===== src/logic/tsr_pkg.sv =====
// Purpose: Shared constants and types for the timer setpoint/reset/backup block
// Assumes: 125 MHz core clock, AHB-Lite register access
// Notes: Times are kept in their own unit, cycle counts derived
package tsr_pkg;
	// ****************************************
	// Clock and timing
	// ****************************************
	localparam int CLK_MHZ = 125;
	localparam int W_SHORT_US = 1000;
	localparam int W_LONG_US = 20000;
	localparam int RST_SHORT_MIN_US = 800;
	localparam int RST_SHORT_MAX_US = 1200;
	localparam int RST_LONG_MIN_US = 15000;
	localparam int RST_LONG_MAX_US = 25000;
	localparam int TICK_US = 1000;
	localparam int W_SHORT_CYC = W_SHORT_US * CLK_MHZ;
	localparam int W_LONG_CYC = W_LONG_US * CLK_MHZ;
	localparam int TICK_CYC = TICK_US * CLK_MHZ;
	localparam int NV_BUDGET = 100000;
	localparam int CNT_W = 24;
	localparam int FW = 22;
	// ****************************************
	// Register map (byte offsets)
	// ****************************************
	localparam logic [7:0] A_CTRL = 8'h00;
	localparam logic [7:0] A_SET1 = 8'h04;
	localparam logic [7:0] A_SET2 = 8'h08;
	localparam logic [7:0] A_STAT = 8'h0C;
	localparam logic [7:0] A_PV = 8'h10;
	localparam logic [7:0] A_NVCNT = 8'h14;
	// CTRL fields
	localparam int C_FUNC = 0;
	localparam int C_DOWN = 2;
	localparam int C_WIDTH = 3;
	localparam int C_MODE = 4;
	localparam int C_RUN = 8;
	localparam logic [3:0] M_RETAIN = 4'h3;
	localparam logic [3:0] M_CUMUL = 4'h8;
	localparam logic [31:0] CTRL_RST = 32'h0000_0000;
	typedef enum logic [1:0] {FN_SINGLE, FN_TWIN, FN_TWO_STAGE, FN_RSV} tsr_func_t;
	typedef enum {ST_IDLE, ST_TIMING, ST_UP2, ST_DONE} tsr_state_t;
	typedef struct packed {
		logic start;
		logic rst;
		logic gate;
	} tsr_in_t;
endpackage : tsr_pkg


===== src/logic/tsr_filter.sv =====
// Purpose: Synchronise and width-qualify one external input
// Assumes: Raw pin is asynchronous to the core clock
// Notes: Output changes only after the level is stable for the width
`timescale 1ns/10ps
module tsr_filter
	import tsr_pkg::*;
(
	input wire logic i_core_clk,
	input wire logic i_reset,
	input wire logic i_pin,
	input wire logic i_long,
	output logic o_level
);
	logic s1_q, s2_q, lvl_q, lvl_d;
	logic [FW-1:0] cnt_q, cnt_d;
	logic [FW-1:0] lim;
	always_comb
	begin
		lim = i_long ? FW'(W_LONG_CYC - 1) : FW'(W_SHORT_CYC - 1);
		lvl_d = lvl_q;
		cnt_d = '0;
		// Short pulses never reach the output
		if (s2_q != lvl_q)
		begin
			cnt_d = cnt_q + 1'b1;
			if (cnt_q >= lim)
			begin
				lvl_d = s2_q;
				cnt_d = '0;
			end
		end
	end
	always_ff @(posedge i_core_clk)
	begin
		if (i_reset)
		begin
			s1_q <= 1'b0;
			s2_q <= 1'b0;
			lvl_q <= 1'b0;
			cnt_q <= '0;
		end
		else
		begin
			s1_q <= i_pin;
			s2_q <= s1_q;
			lvl_q <= lvl_d;
			cnt_q <= cnt_d;
		end
	end
	assign o_level = lvl_q;
endmodule : tsr_filter


===== src/logic/tsr_top.sv =====
// Purpose: Timer control around set value compare, reset and backup
// Assumes: AHB-Lite single word transfers, zero wait states
// Notes: Counts in 1 ms ticks; nonvolatile write is a request strobe
`timescale 1ns/10ps
module tsr_top
	import tsr_pkg::*;
(
	input wire logic i_core_clk,
	input wire logic i_reset,
	input wire logic i_hsel,
	input wire logic [31:0] i_haddr,
	input wire logic [1:0] i_htrans,
	input wire logic i_hwrite,
	input wire logic [2:0] i_hsize,
	input wire logic [31:0] i_hwdata,
	input wire logic i_hready,
	output logic [31:0] o_hrdata,
	output logic o_hreadyout,
	output logic o_hresp,
	input wire logic i_start,
	input wire logic i_rst_in,
	input wire logic i_gate,
	input wire logic i_power_fail,
	output logic o_out1,
	output logic o_out2,
	output logic o_nv_write,
	output logic o_nv_exhausted
);
	// ****************************************
	// Input qualification
	// ****************************************
	logic [31:0] ctrl_q, ctrl_d;
	tsr_in_t raw, qin;
	assign raw = '{start: i_start, rst: i_rst_in, gate: i_gate};
	logic [2:0] raw_v, q_v;
	assign raw_v = raw;
	assign qin = q_v;
	genvar gi;
	generate
		for (gi = 0; gi < 3; gi++)
		begin : g_flt
			tsr_filter u_flt (
				.i_core_clk(i_core_clk),
				.i_reset(i_reset),
				.i_pin(raw_v[gi]),
				.i_long(~ctrl_q[C_WIDTH]),
				.o_level(q_v[gi])
			);
		end
	endgenerate
	// ****************************************
	// AHB-Lite slave
	// ****************************************
	logic wr_q, wr_d, rd_q, rd_d;
	logic [7:0] adr_q, adr_d;
	logic [31:0] rdata_q, rdata_d;
	logic [CNT_W-1:0] set1_q, set1_d, set2_q, set2_d;
	logic [CNT_W-1:0] pv_q, pv_d;
	logic [16:0] nvc_q, nvc_d;
	logic nvw_q, nvw_d, pf_s1_q, pf_s2_q, pf_q, exh_q;
	logic out1_q, out1_d, out2_q, out2_d;
	tsr_state_t st_q, st_d;
	logic [16:0] tick_q, tick_d;
	logic set_chg;
	logic [CNT_W-1:0] new_set;
	always_comb
	begin
		wr_d = 1'b0;
		rd_d = 1'b0;
		adr_d = adr_q;
		if (i_hsel && i_hready && i_htrans[1])
		begin
			wr_d = i_hwrite;
			rd_d = ~i_hwrite;
			adr_d = i_haddr[7:0];
		end
		rdata_d = 32'h0000_0000;
		if (rd_d)
		begin
			case (i_haddr[7:0])
				A_CTRL: rdata_d = ctrl_q;
				A_SET1: rdata_d = {8'h00, set1_q};
				A_SET2: rdata_d = {8'h00, set2_q};
				A_STAT: rdata_d = {28'h0000000, out2_q, out1_q,
					st_q == ST_DONE, st_q != ST_IDLE};
				A_PV: rdata_d = {8'h00, pv_q};
				A_NVCNT: rdata_d = {15'h0000, nvc_q};
				default: rdata_d = 32'h0000_0000;
			endcase
		end
	end
	always_comb
	begin
		ctrl_d = ctrl_q;
		set1_d = set1_q;
		set2_d = set2_q;
		set_chg = 1'b0;
		new_set = i_hwdata[CNT_W-1:0];
		if (wr_q)
		begin
			case (adr_q)
				A_CTRL:
				begin
					ctrl_d = i_hwdata;
					set_chg = 1'b1;
				end
				A_SET1:
				begin
					set1_d = new_set;
					set_chg = 1'b1;
				end
				A_SET2:
				begin
					set2_d = new_set;
					set_chg = 1'b1;
				end
				default: set_chg = 1'b0;
			endcase
		end
	end
	// ****************************************
	// Nonvolatile backup control
	// ****************************************
	logic mode_pwr;
	assign mode_pwr = ctrl_q[C_MODE+:4] == M_RETAIN ||
		ctrl_q[C_MODE+:4] == M_CUMUL;
	always_comb
	begin
		nvw_d = 1'b0;
		nvc_d = nvc_q;
		if (nvc_q < 17'(NV_BUDGET))
		begin
			if (mode_pwr)
				nvw_d = pf_q & ~pf_s2_q ? 1'b0 : (pf_s2_q & ~pf_q);
			else
				nvw_d = set_chg;
		end
		if (nvw_d)
			nvc_d = nvc_q + 1'b1;
	end
	// ****************************************
	// Timing core
	// ****************************************
	logic tick, rst_edge_q, pv_reach;
	logic [CNT_W-1:0] act_set, elapsed;
	tsr_func_t fn;
	assign fn = tsr_func_t'(ctrl_q[C_FUNC+:2]);
	assign tick = tick_q == 17'(TICK_CYC - 1);
	assign act_set = (st_q == ST_UP2) ? set2_q : set1_q;
	assign elapsed = act_set - pv_q;
	always_comb
	begin
		tick_d = tick ? 17'h00000 : tick_q + 1'b1;
		st_d = st_q;
		pv_d = pv_q;
		out1_d = out1_q;
		out2_d = out2_q;
		pv_reach = 1'b0;
		case (st_q)
			ST_IDLE:
				if (ctrl_q[C_RUN] && qin.start)
				begin
					st_d = ST_TIMING;
					pv_d = ctrl_q[C_DOWN] ? set1_q : '0;
					out1_d = fn == FN_TWIN ? 1'b0 : out1_q;
				end
			ST_TIMING, ST_UP2:
			begin
				if (tick && !qin.gate)
					pv_d = ctrl_q[C_DOWN] ? (pv_q == '0 ? pv_q : pv_q - 1'b1)
						: pv_q + 1'b1;
				if (ctrl_q[C_DOWN])
				begin
					if (wr_q && adr_q == A_SET1 && st_q == ST_TIMING)
					begin
						if (new_set <= elapsed)
							pv_d = '0;
						else
							pv_d = pv_q + new_set - set1_q;
					end
					pv_reach = pv_d == '0;
				end
				else
					pv_reach = pv_d >= act_set;
				if (pv_reach)
				begin
					case (fn)
						FN_TWIN:
						begin
							out1_d = ~out1_q;
							pv_d = ctrl_q[C_DOWN] ? set1_q : '0;
						end
						FN_TWO_STAGE:
							if (st_q == ST_TIMING)
							begin
								out1_d = 1'b1;
								st_d = ST_UP2;
							end
							else
							begin
								out2_d = 1'b1;
								st_d = ST_DONE;
							end
						default:
						begin
							out1_d = 1'b1;
							st_d = ST_DONE;
						end
					endcase
				end
			end
			ST_DONE: st_d = ST_DONE;
			default: st_d = ST_IDLE;
		endcase
		if (qin.rst)
		begin
			st_d = ST_IDLE;
			out1_d = 1'b0;
			out2_d = 1'b0;
			pv_d = '0;
		end
	end
	always_ff @(posedge i_core_clk)
	begin
		if (i_reset)
		begin
			wr_q <= 1'b0;
			rd_q <= 1'b0;
			adr_q <= 8'h00;
			rdata_q <= 32'h0000_0000;
			ctrl_q <= CTRL_RST;
			set1_q <= '0;
			set2_q <= '0;
			nvw_q <= 1'b0;
			nvc_q <= '0;
			exh_q <= 1'b0;
			pf_s1_q <= 1'b0;
			pf_s2_q <= 1'b0;
			pf_q <= 1'b0;
			st_q <= ST_IDLE;
			pv_q <= '0;
			tick_q <= '0;
			out1_q <= 1'b0;
			out2_q <= 1'b0;
			rst_edge_q <= 1'b0;
		end
		else
		begin
			wr_q <= wr_d;
			rd_q <= rd_d;
			adr_q <= adr_d;
			rdata_q <= rdata_d;
			ctrl_q <= ctrl_d;
			set1_q <= set1_d;
			set2_q <= set2_d;
			nvw_q <= nvw_d;
			nvc_q <= nvc_d;
			exh_q <= nvc_d >= 17'(NV_BUDGET);
			pf_s1_q <= i_power_fail;
			pf_s2_q <= pf_s1_q;
			pf_q <= pf_s2_q;
			st_q <= st_d;
			pv_q <= pv_d;
			tick_q <= tick_d;
			out1_q <= out1_d;
			out2_q <= out2_d;
			rst_edge_q <= qin.rst;
		end
	end
	assign o_hrdata = rdata_q;
	assign o_hreadyout = 1'b1;
	assign o_hresp = 1'b0;
	assign o_out1 = out1_q;
	assign o_out2 = out2_q;
	assign o_nv_write = nvw_q;
	assign o_nv_exhausted = exh_q;
endmodule : tsr_top


===== config.mk =====
export PLATFORM = sky130hd
export DESIGN_NAME = tsr_top
export DESIGN_NICKNAME = d
export VERILOG_FILES = /design/src/logic/tsr_pkg.sv /design/src/logic/tsr_filter.sv /design/src/logic/tsr_top.sv
export SDC_FILE = /design/constraint.sdc
export NUM_CORES = 1
export LEC_CHECK = 0
export BUFFER_PORTS_ARGS = -buffer_cell sky130_fd_sc_hd__buf_2
export CAP_MARGIN = 20
export CORE_MARGIN = 2
export CORE_UTILIZATION = 56
export DETAILED_ROUTE_END_ITERATION = 7
export PLACE_DENSITY = 0.77
export RECOVER_POWER = 25
export SLEW_MARGIN = 25
export SYNTH_ARGS = -nofsm -noshare
export SYNTH_HDL_FRONTEND = slang
export SYNTH_HIERARCHICAL = 1
export SYNTH_SLANG_ARGS = --single-unit
export TNS_END_PERCENT = 20

===== constraint.sdc =====
create_clock -name i_core_clk -period 7.3 [get_ports i_core_clk]
set_input_delay 0.365 -clock i_core_clk [delete_from_list [all_inputs] [get_ports i_core_clk]]
set_output_delay 0.365 -clock i_core_clk [all_outputs]
set_load 0.1 [all_outputs]

# Yosys cells after proc, flatten, opt, wreduce, memory -nomap -nowiden

Index checks and enable logic that the tools add are counted.

Word-level logic and storage cells: 155
Output and inout bits: 38
Input bits: 78
Register bits: 293

Multiplexer cells: 37
Add/subtract/negate cells: 10
Order comparisons: 7
Reductions and logical operators: 34
Eq/ne operators: 26
Bitwise operators: 12

Operators with widths:

| kind                  | count |
|---|---|
| $mux 24               | 14 |
| $pmux 32 s6           | 1 |
| $eq 32x2->1 const B   | 3 |
| $pmux 32 s3           | 1 |
| $add 22x1->22 const B | 3 |
| $ge 22x22->1          | 3 |
| $eq 32x3->1 const B   | 2 |
| $mux 32               | 2 |
| $pmux 32 s2           | 1 |
| $logic_not 24->1      | 2 |
| $pmux 24 s2           | 1 |
| $sub 24x24->24        | 2 |
| $add 17x1->17 const B | 2 |
| $eq 32x1->1 const B   | 1 |
| $logic_not 32->1      | 1 |
| $reduce_bool 32->1    | 1 |
| $add 24x1->24 const B | 1 |
| $add 24x24->24        | 1 |
| $eq 8x4->1 const B    | 3 |
| $ge 24x24->1          | 1 |
| $le 24x24->1          | 1 |
| $sub 24x1->24 const B | 1 |
| $mux 22               | 1 |
| $eq 17x17->1 const B  | 1 |
| 27 further kinds      | 76 |

# Depth between registers and ports, before layout

Depth in word-level cells: 13
Depth in mapped cells: 35
Gate-level depth less buffers: 31

# Cells and area by module

The synthesis kept the hierarchy.

By module, submodules not included:

| module     | instances | area an instance (um2) | seq. area each (um2) | cells each |
|---|---|---|---|---|
| tsr_top    | 1         | 14,327.5               | 3,763.6              | 1,840 |
| tsr_filter | 3         | 1,443.9                | 500.5                | 153 |

# Least setup slack after synthesis

OpenSTA, ideal clock, no wires.

Path kind: flip-flop to flip-flop
From: register st_q[0]
To: register pv_q[10]
Required time: 7.168 ns
Buffers on the path: 3
Library setup time: 0.132 ns
Data arrival time: 7.242 ns
Stages on the path, launching flop included: 34
Slack: -0.074 ns
Period minus slack after synthesis: 7.374 ns
Path through: dfxtp_1 -> inv_1 -> ha_1 -> clkbuf_1 -> buf_1 -> mux2i_1 -> ha_1 -> inv_1 -> fa_1 -> a21o_1 -> a21oi_1 -> nor2b_1 -> o21a_1 -> o311a_1 -> nor2_1 -> a211o_1 -> a31oi_1 -> nand4_1 -> and4b_1 -> a21oi_1 -> xnor2_1 -> ha_1 -> nand4_1 -> or4_1 -> nor4_1 -> nor2_1 -> o21ai_1 -> o22ai_1 -> or3_1 -> o41ai_4 -> nor2_2 -> buf_2 -> a22oi_1 -> o22ai_1

Cells in the longest elaborated chain, start to end: 13
Elaborated cells between the ends (all ways): 25
Those cells by class: add/sub: 1; order compare: 2; eq/ne: 5; mux: 11; reduce/logical: 6

RTL lines:

| what                   | RTL line       | text |
|---|---|---|
| from (decl)            | tsr_top.sv:62  | `tsr_state_t st_q, st_d;` |
| from (signal assigned) | tsr_top.sv:262 | `st_q <= st_d;` |
| $eq 32x3->1            | tsr_top.sv:149 | `assign act_set = (st_q == ST_UP2) ? set2_q : set1_q;` |
| $mux 24                | tsr_top.sv:149 |  |
| $sub 24x24->24         | tsr_top.sv:150 | `assign elapsed = act_set - pv_q;` |
| $le 24x24->1           | tsr_top.sv:176 | `if (new_set <= elapsed)` |
| $mux 24                | tsr_top.sv:176 |  |
| $mux 24                | tsr_top.sv:174 | `if (wr_q && adr_q == A_SET1 && st_q == ST_TIMING)` |
| $mux 24                | tsr_top.sv:172 | `if (ctrl_q[C_DOWN])` |
| $mux 24                | tsr_top.sv:159 | `case (st_q)` |
| $logic_not 24->1       | tsr_top.sv:181 | `pv_reach = pv_d == '0;` |
| $mux 1                 | tsr_top.sv:172 |  |
| $mux 1                 | tsr_top.sv:159 |  |
| $mux 24                | tsr_top.sv:185 | `if (pv_reach)` |
| $pmux 24 s2            | tsr_top.sv:159 |  |
| to (signal assigned)   | tsr_top.sv:263 | `pv_q <= pv_d;` |
| to (decl)              | tsr_top.sv:58  | `logic [CNT_W-1:0] pv_q, pv_d;` |

Parallel ways exist; a longest one is shown, timed or not. The select of a mux whose other input is x is not followed.
A chain may end at the register's enable or synchronous reset.

# Worst setup path after layout

From: register st_q[0]
To: register pv_q[0]

Same word-level chain as after synthesis.

==> out/results.tsv <==
stage	metric	value	unit
floorplan	dieArea	0.0348	mm²
clock_network	clk-insertion-delay-late	580	ps
setup_path	crit_family	compound AO/OA/AOI/OAI gates	
setup_path	worstReg2RegEnd	pv_q[0]	
drt	wirelength	57000	µm
drt	ant_nets	0	
synth	yosysTopAreaCell	dfxtp_1	
setup_path	critPathBufInv	7	
sta	finClkSkew	16.3	ps
setup_path	cp_max_fo	14	
power	p_leak	8.36	nW
placed_design	routabilityCongestion	0.993	
run_status	status	finished, violations left	
layout	finalNetCount	2658	
synth	yosysWarnings	6	
sta	finalWorstSetupSlack	100	ps
drt	drt_first_pass_iters	8	
sta	slew_headroom	-0.266	
setup_path	worst_setup_path_end_kind	flop	
setup_path	cpPeakStageDelay	510	ps
global_route	grt_pass1_vias	17200	
placed_design	port_buffers	85	
setup_path	cp_num_cells	30	
synth	syn_inst	2299	
worst_hold_path	hold_class	in2reg	
clock_network	clock_path_buffers	3	
layout	layout.cells.non_filler	2874	
floorplan	initial_core_util	0.571	
global_route	track_usage	0.316	
floorplan	die_x	187	µm
power	p_total	4.11	mW
floorplan	core-area	0.0327	mm²
drt	viasPerCell	6.23	
drt	num_vias	17900	
synth	synth_area	0.0187	mm²
synth	synth-edff-count	0	
setup_path	crit_end	pv_q[0]	
setup_path	worst_path_max_delay_cell	o21ai_0	
sta	worst_slew_pin_slew	1900	ps
setup_path	ff2ff_path_depth	30	
synth	avgSynthCellArea	8.12	µm²
synth	yosys_most_used_dff	dfxtp_1	
clock_network	htreeDepth	1	
drt	wl_per_cell	19.8	µm
setup_path	r2r_start	st_q[0]	
synth	synth_seq_cells	263	
synth	ys_types	92	
setup_path	worst_setup_path_start_kind	flop	
setup_path	cp-startpoint	st_q[0]	
clock_network	cts-root-buf	clkbuf_16	
synth	synth_fp_nets	2549	
placed_design	place_hpwl	42500	µm
flow_run	max_cap_violations	2	
layout	utilization	0.648	
setup_path	crit_type	reg2reg	
sta	period_share	0.986	
layout	fill_cells	2797	
synth	yosys-top-cells-area	dfxtp_1 28%, ha_1 9.9%, nor2_1 5.6%, a21oi_1 3.9%, xor2_1 3.7%	
floorplan	num_rows	66	
placed_design	dp.cells	2798	
power	vdd_drop_max	0.000184	V
layout	drive_gt1_frac	0.151	
layout	fin_area	0.0212	mm²
sta	setup_viol	0	
power	power.density	194	mW/mm²
setup_path	required	7770	ps
sta	slew_viol_final	77	
global_route	grt_max_degree	96	
setup_path	cp.arrival	7670	ps
clock_network	numCtsBuffers	29	
global_route	antenna_found_initial	1	
synth	synth_top_area_share	0.282	
layout	syn_to_final_growth	13.6	%
synth	async_reset_ff_frac	0	
clock_network	cts.sinks	263	
drt	drc_errors	5	
setup_path	crit_path_frequent_cell	buf_4	
global_route	grt_overflow	0	
floorplan	num_io_pins	116	
placed_design	dpl_cell_area	0.0198	mm²
drt	drt_iter0_markers	1605	
sta	fin_crit	7200	ps
synth	synth-seq-area-share	0.282	
sta	rsz0062_at_grt	yes	
clock_network	cts_tree	yes	
floorplan	chipHeight	187	µm
sta	hold_viol	0	
global_route	grt_pass1_wl	90100	µm
run_status	violations	DRC, capacitance limit, slew limit	
setup_path	rrSetupSlack	100	ps
sta	clock.fmax	0.139	GHz
clock_network	clk_pin_slew	70	ps
placed_design	dp_slack	-417	ps
[synthesized netlist by cell type, types with 32 or more instances]
master,n
nor2_1,279
xor2_1,79
o21ai_0,68
nor2_2,61
a31oi_1,37
ha_1,148
dfxtp_1,263
inv_1,160
nand2_1,127
nand4_1,63
nand3_1,100
a21oi_1,144
mux2i_1,67
clkbuf_1,91
a21o_1,32
nor3_1,46
xnor2_1,76
[per-stage QoR]
| step | hold slack [ps] | setup TNS, ps |
|---|---|---|
| 2_1_floorplan | 413 | 0 |
| 3_3_place_gp | 418 | -417 |
| 3_5_place_dp | 424 | -3190 |
| 4_1_cts | 17.5 | 0 |
| 5_1_grt | 25.5 | -997 |
| 6_report | 29.0 | 0 |
[worst min-delay path, stage by stage]
cell and delay [ps]:
buf_2 70, mux2i_1 50, nor2_1 70
[metal layers]
| layer | part of all wire | GRT usage |
|---|---|---|
| met5 | 0 | 0 |
| met3 | 0.073 | 0.0500 |
| met2 | 0.47 | 0.535 |
| met1 | 0.40 | 0.387 |
| met4 | 0.061 | 0.171 |
[cells in the final DEF (no fill, tap or decap), types with 18 or more instances in the layout]
cell type	netlist	final
xor2_1	79	79
xnor2_1	76	76
buf_2	15	50
o21ai_0	68	63
ha_1	148	146
dfxtp_1	263	261
mux2_2	20	19
nor2b_1	23	23
inv_1	160	159
a21oi_1	144	141
mux2i_1	67	66
nor2_1	279	276
clkbuf_16	0	29
a22oi_1	18	18
a21o_1	32	32
and4_1	19	19
fa_1	24	23
nor2_2	61	63
nor3_1	46	43
clkbuf_1	91	38
nand2_1	127	127
a211oi_1	27	25
and3_1	23	23
buf_4	4	100
nand3_1	100	99
nand4_1	63	63
a31oi_1	37	37
[state kept, by name, indices dropped and copies added (netlist names), 8 cells and up]
register	count
adr_q	8
set2_q	24
tick_q	17
o_hrdata	32
ctrl_q	32
set1_q	24
pv_q	24
g_flt.u_flt/cnt_q	66
nvc_q	17
[worst min path at each step]
stage | startpoint | to | slack, ps | depth (start not counted)
2_1_floorplan | tick_q[0] | tick_q[0] | 410 | 1
3_3_place_gp | g_flt[0].u_flt/s1_q | g_flt[0].u_flt/s2_q | 420 | 1
3_5_place_dp | g_flt[0].u_flt/s1_q | g_flt[0].u_flt/s2_q | 420 | 1
4_1_cts | i_hwdata[25] | ctrl_q[25] | 20 | 3
5_1_grt | i_hwdata[30] | ctrl_q[30] | 30 | 3
6_report | i_hwdata[24] | ctrl_q[24] | 30 | 3
[power by group]
part | switching [mW] | total, mW | internal, mW | leakage [nW]
sequential | 0.0147 | 1.46 | 1.45 | 2.12
combinational | 0.616 | 1.08 | 0.464 | 5.73
clock | 0.630 | 1.57 | 0.937 | 0.504
total | 1.26 | 4.11 | 2.85 | 8.36
[cells by family after synthesis]
kind of cell / count (synthesis) / synth area share
simple gates: 876 / 0.248
buf+inv: 281 / 0.0612
mux: 88 / 0.0486
flops: 263 / 0.282
compound gates: 462 / 0.162
fa+ha+maj: 172 / 0.125
xor+xnor: 155 / 0.0728
other cells: 2 / 0.000402
[area by class of cell]
type	instances	area, µm²	share of cell area
diodes	1	2.50	0.000118
flip-flops and latches	263	5270	0.249
repair buffers	197	1280	0.0604
clock inverters	13	159	0.00750
multi-input cells	1756	12500	0.588
inverters	161	604	0.0285
clock buffers	41	871	0.0411
well taps	442	553	0.0261
[repair_timing]
item                       in CTS  in global routing
pin swaps                       9                 32
cloned                          1                  0
gates resized for setup        14                 31
hold endpoints to repair        3                  0
hold buffers                    3                  0
setup endpoints to repair      28                 28
buffers inserted                6                 12
(Power assumes the default switching activity.)
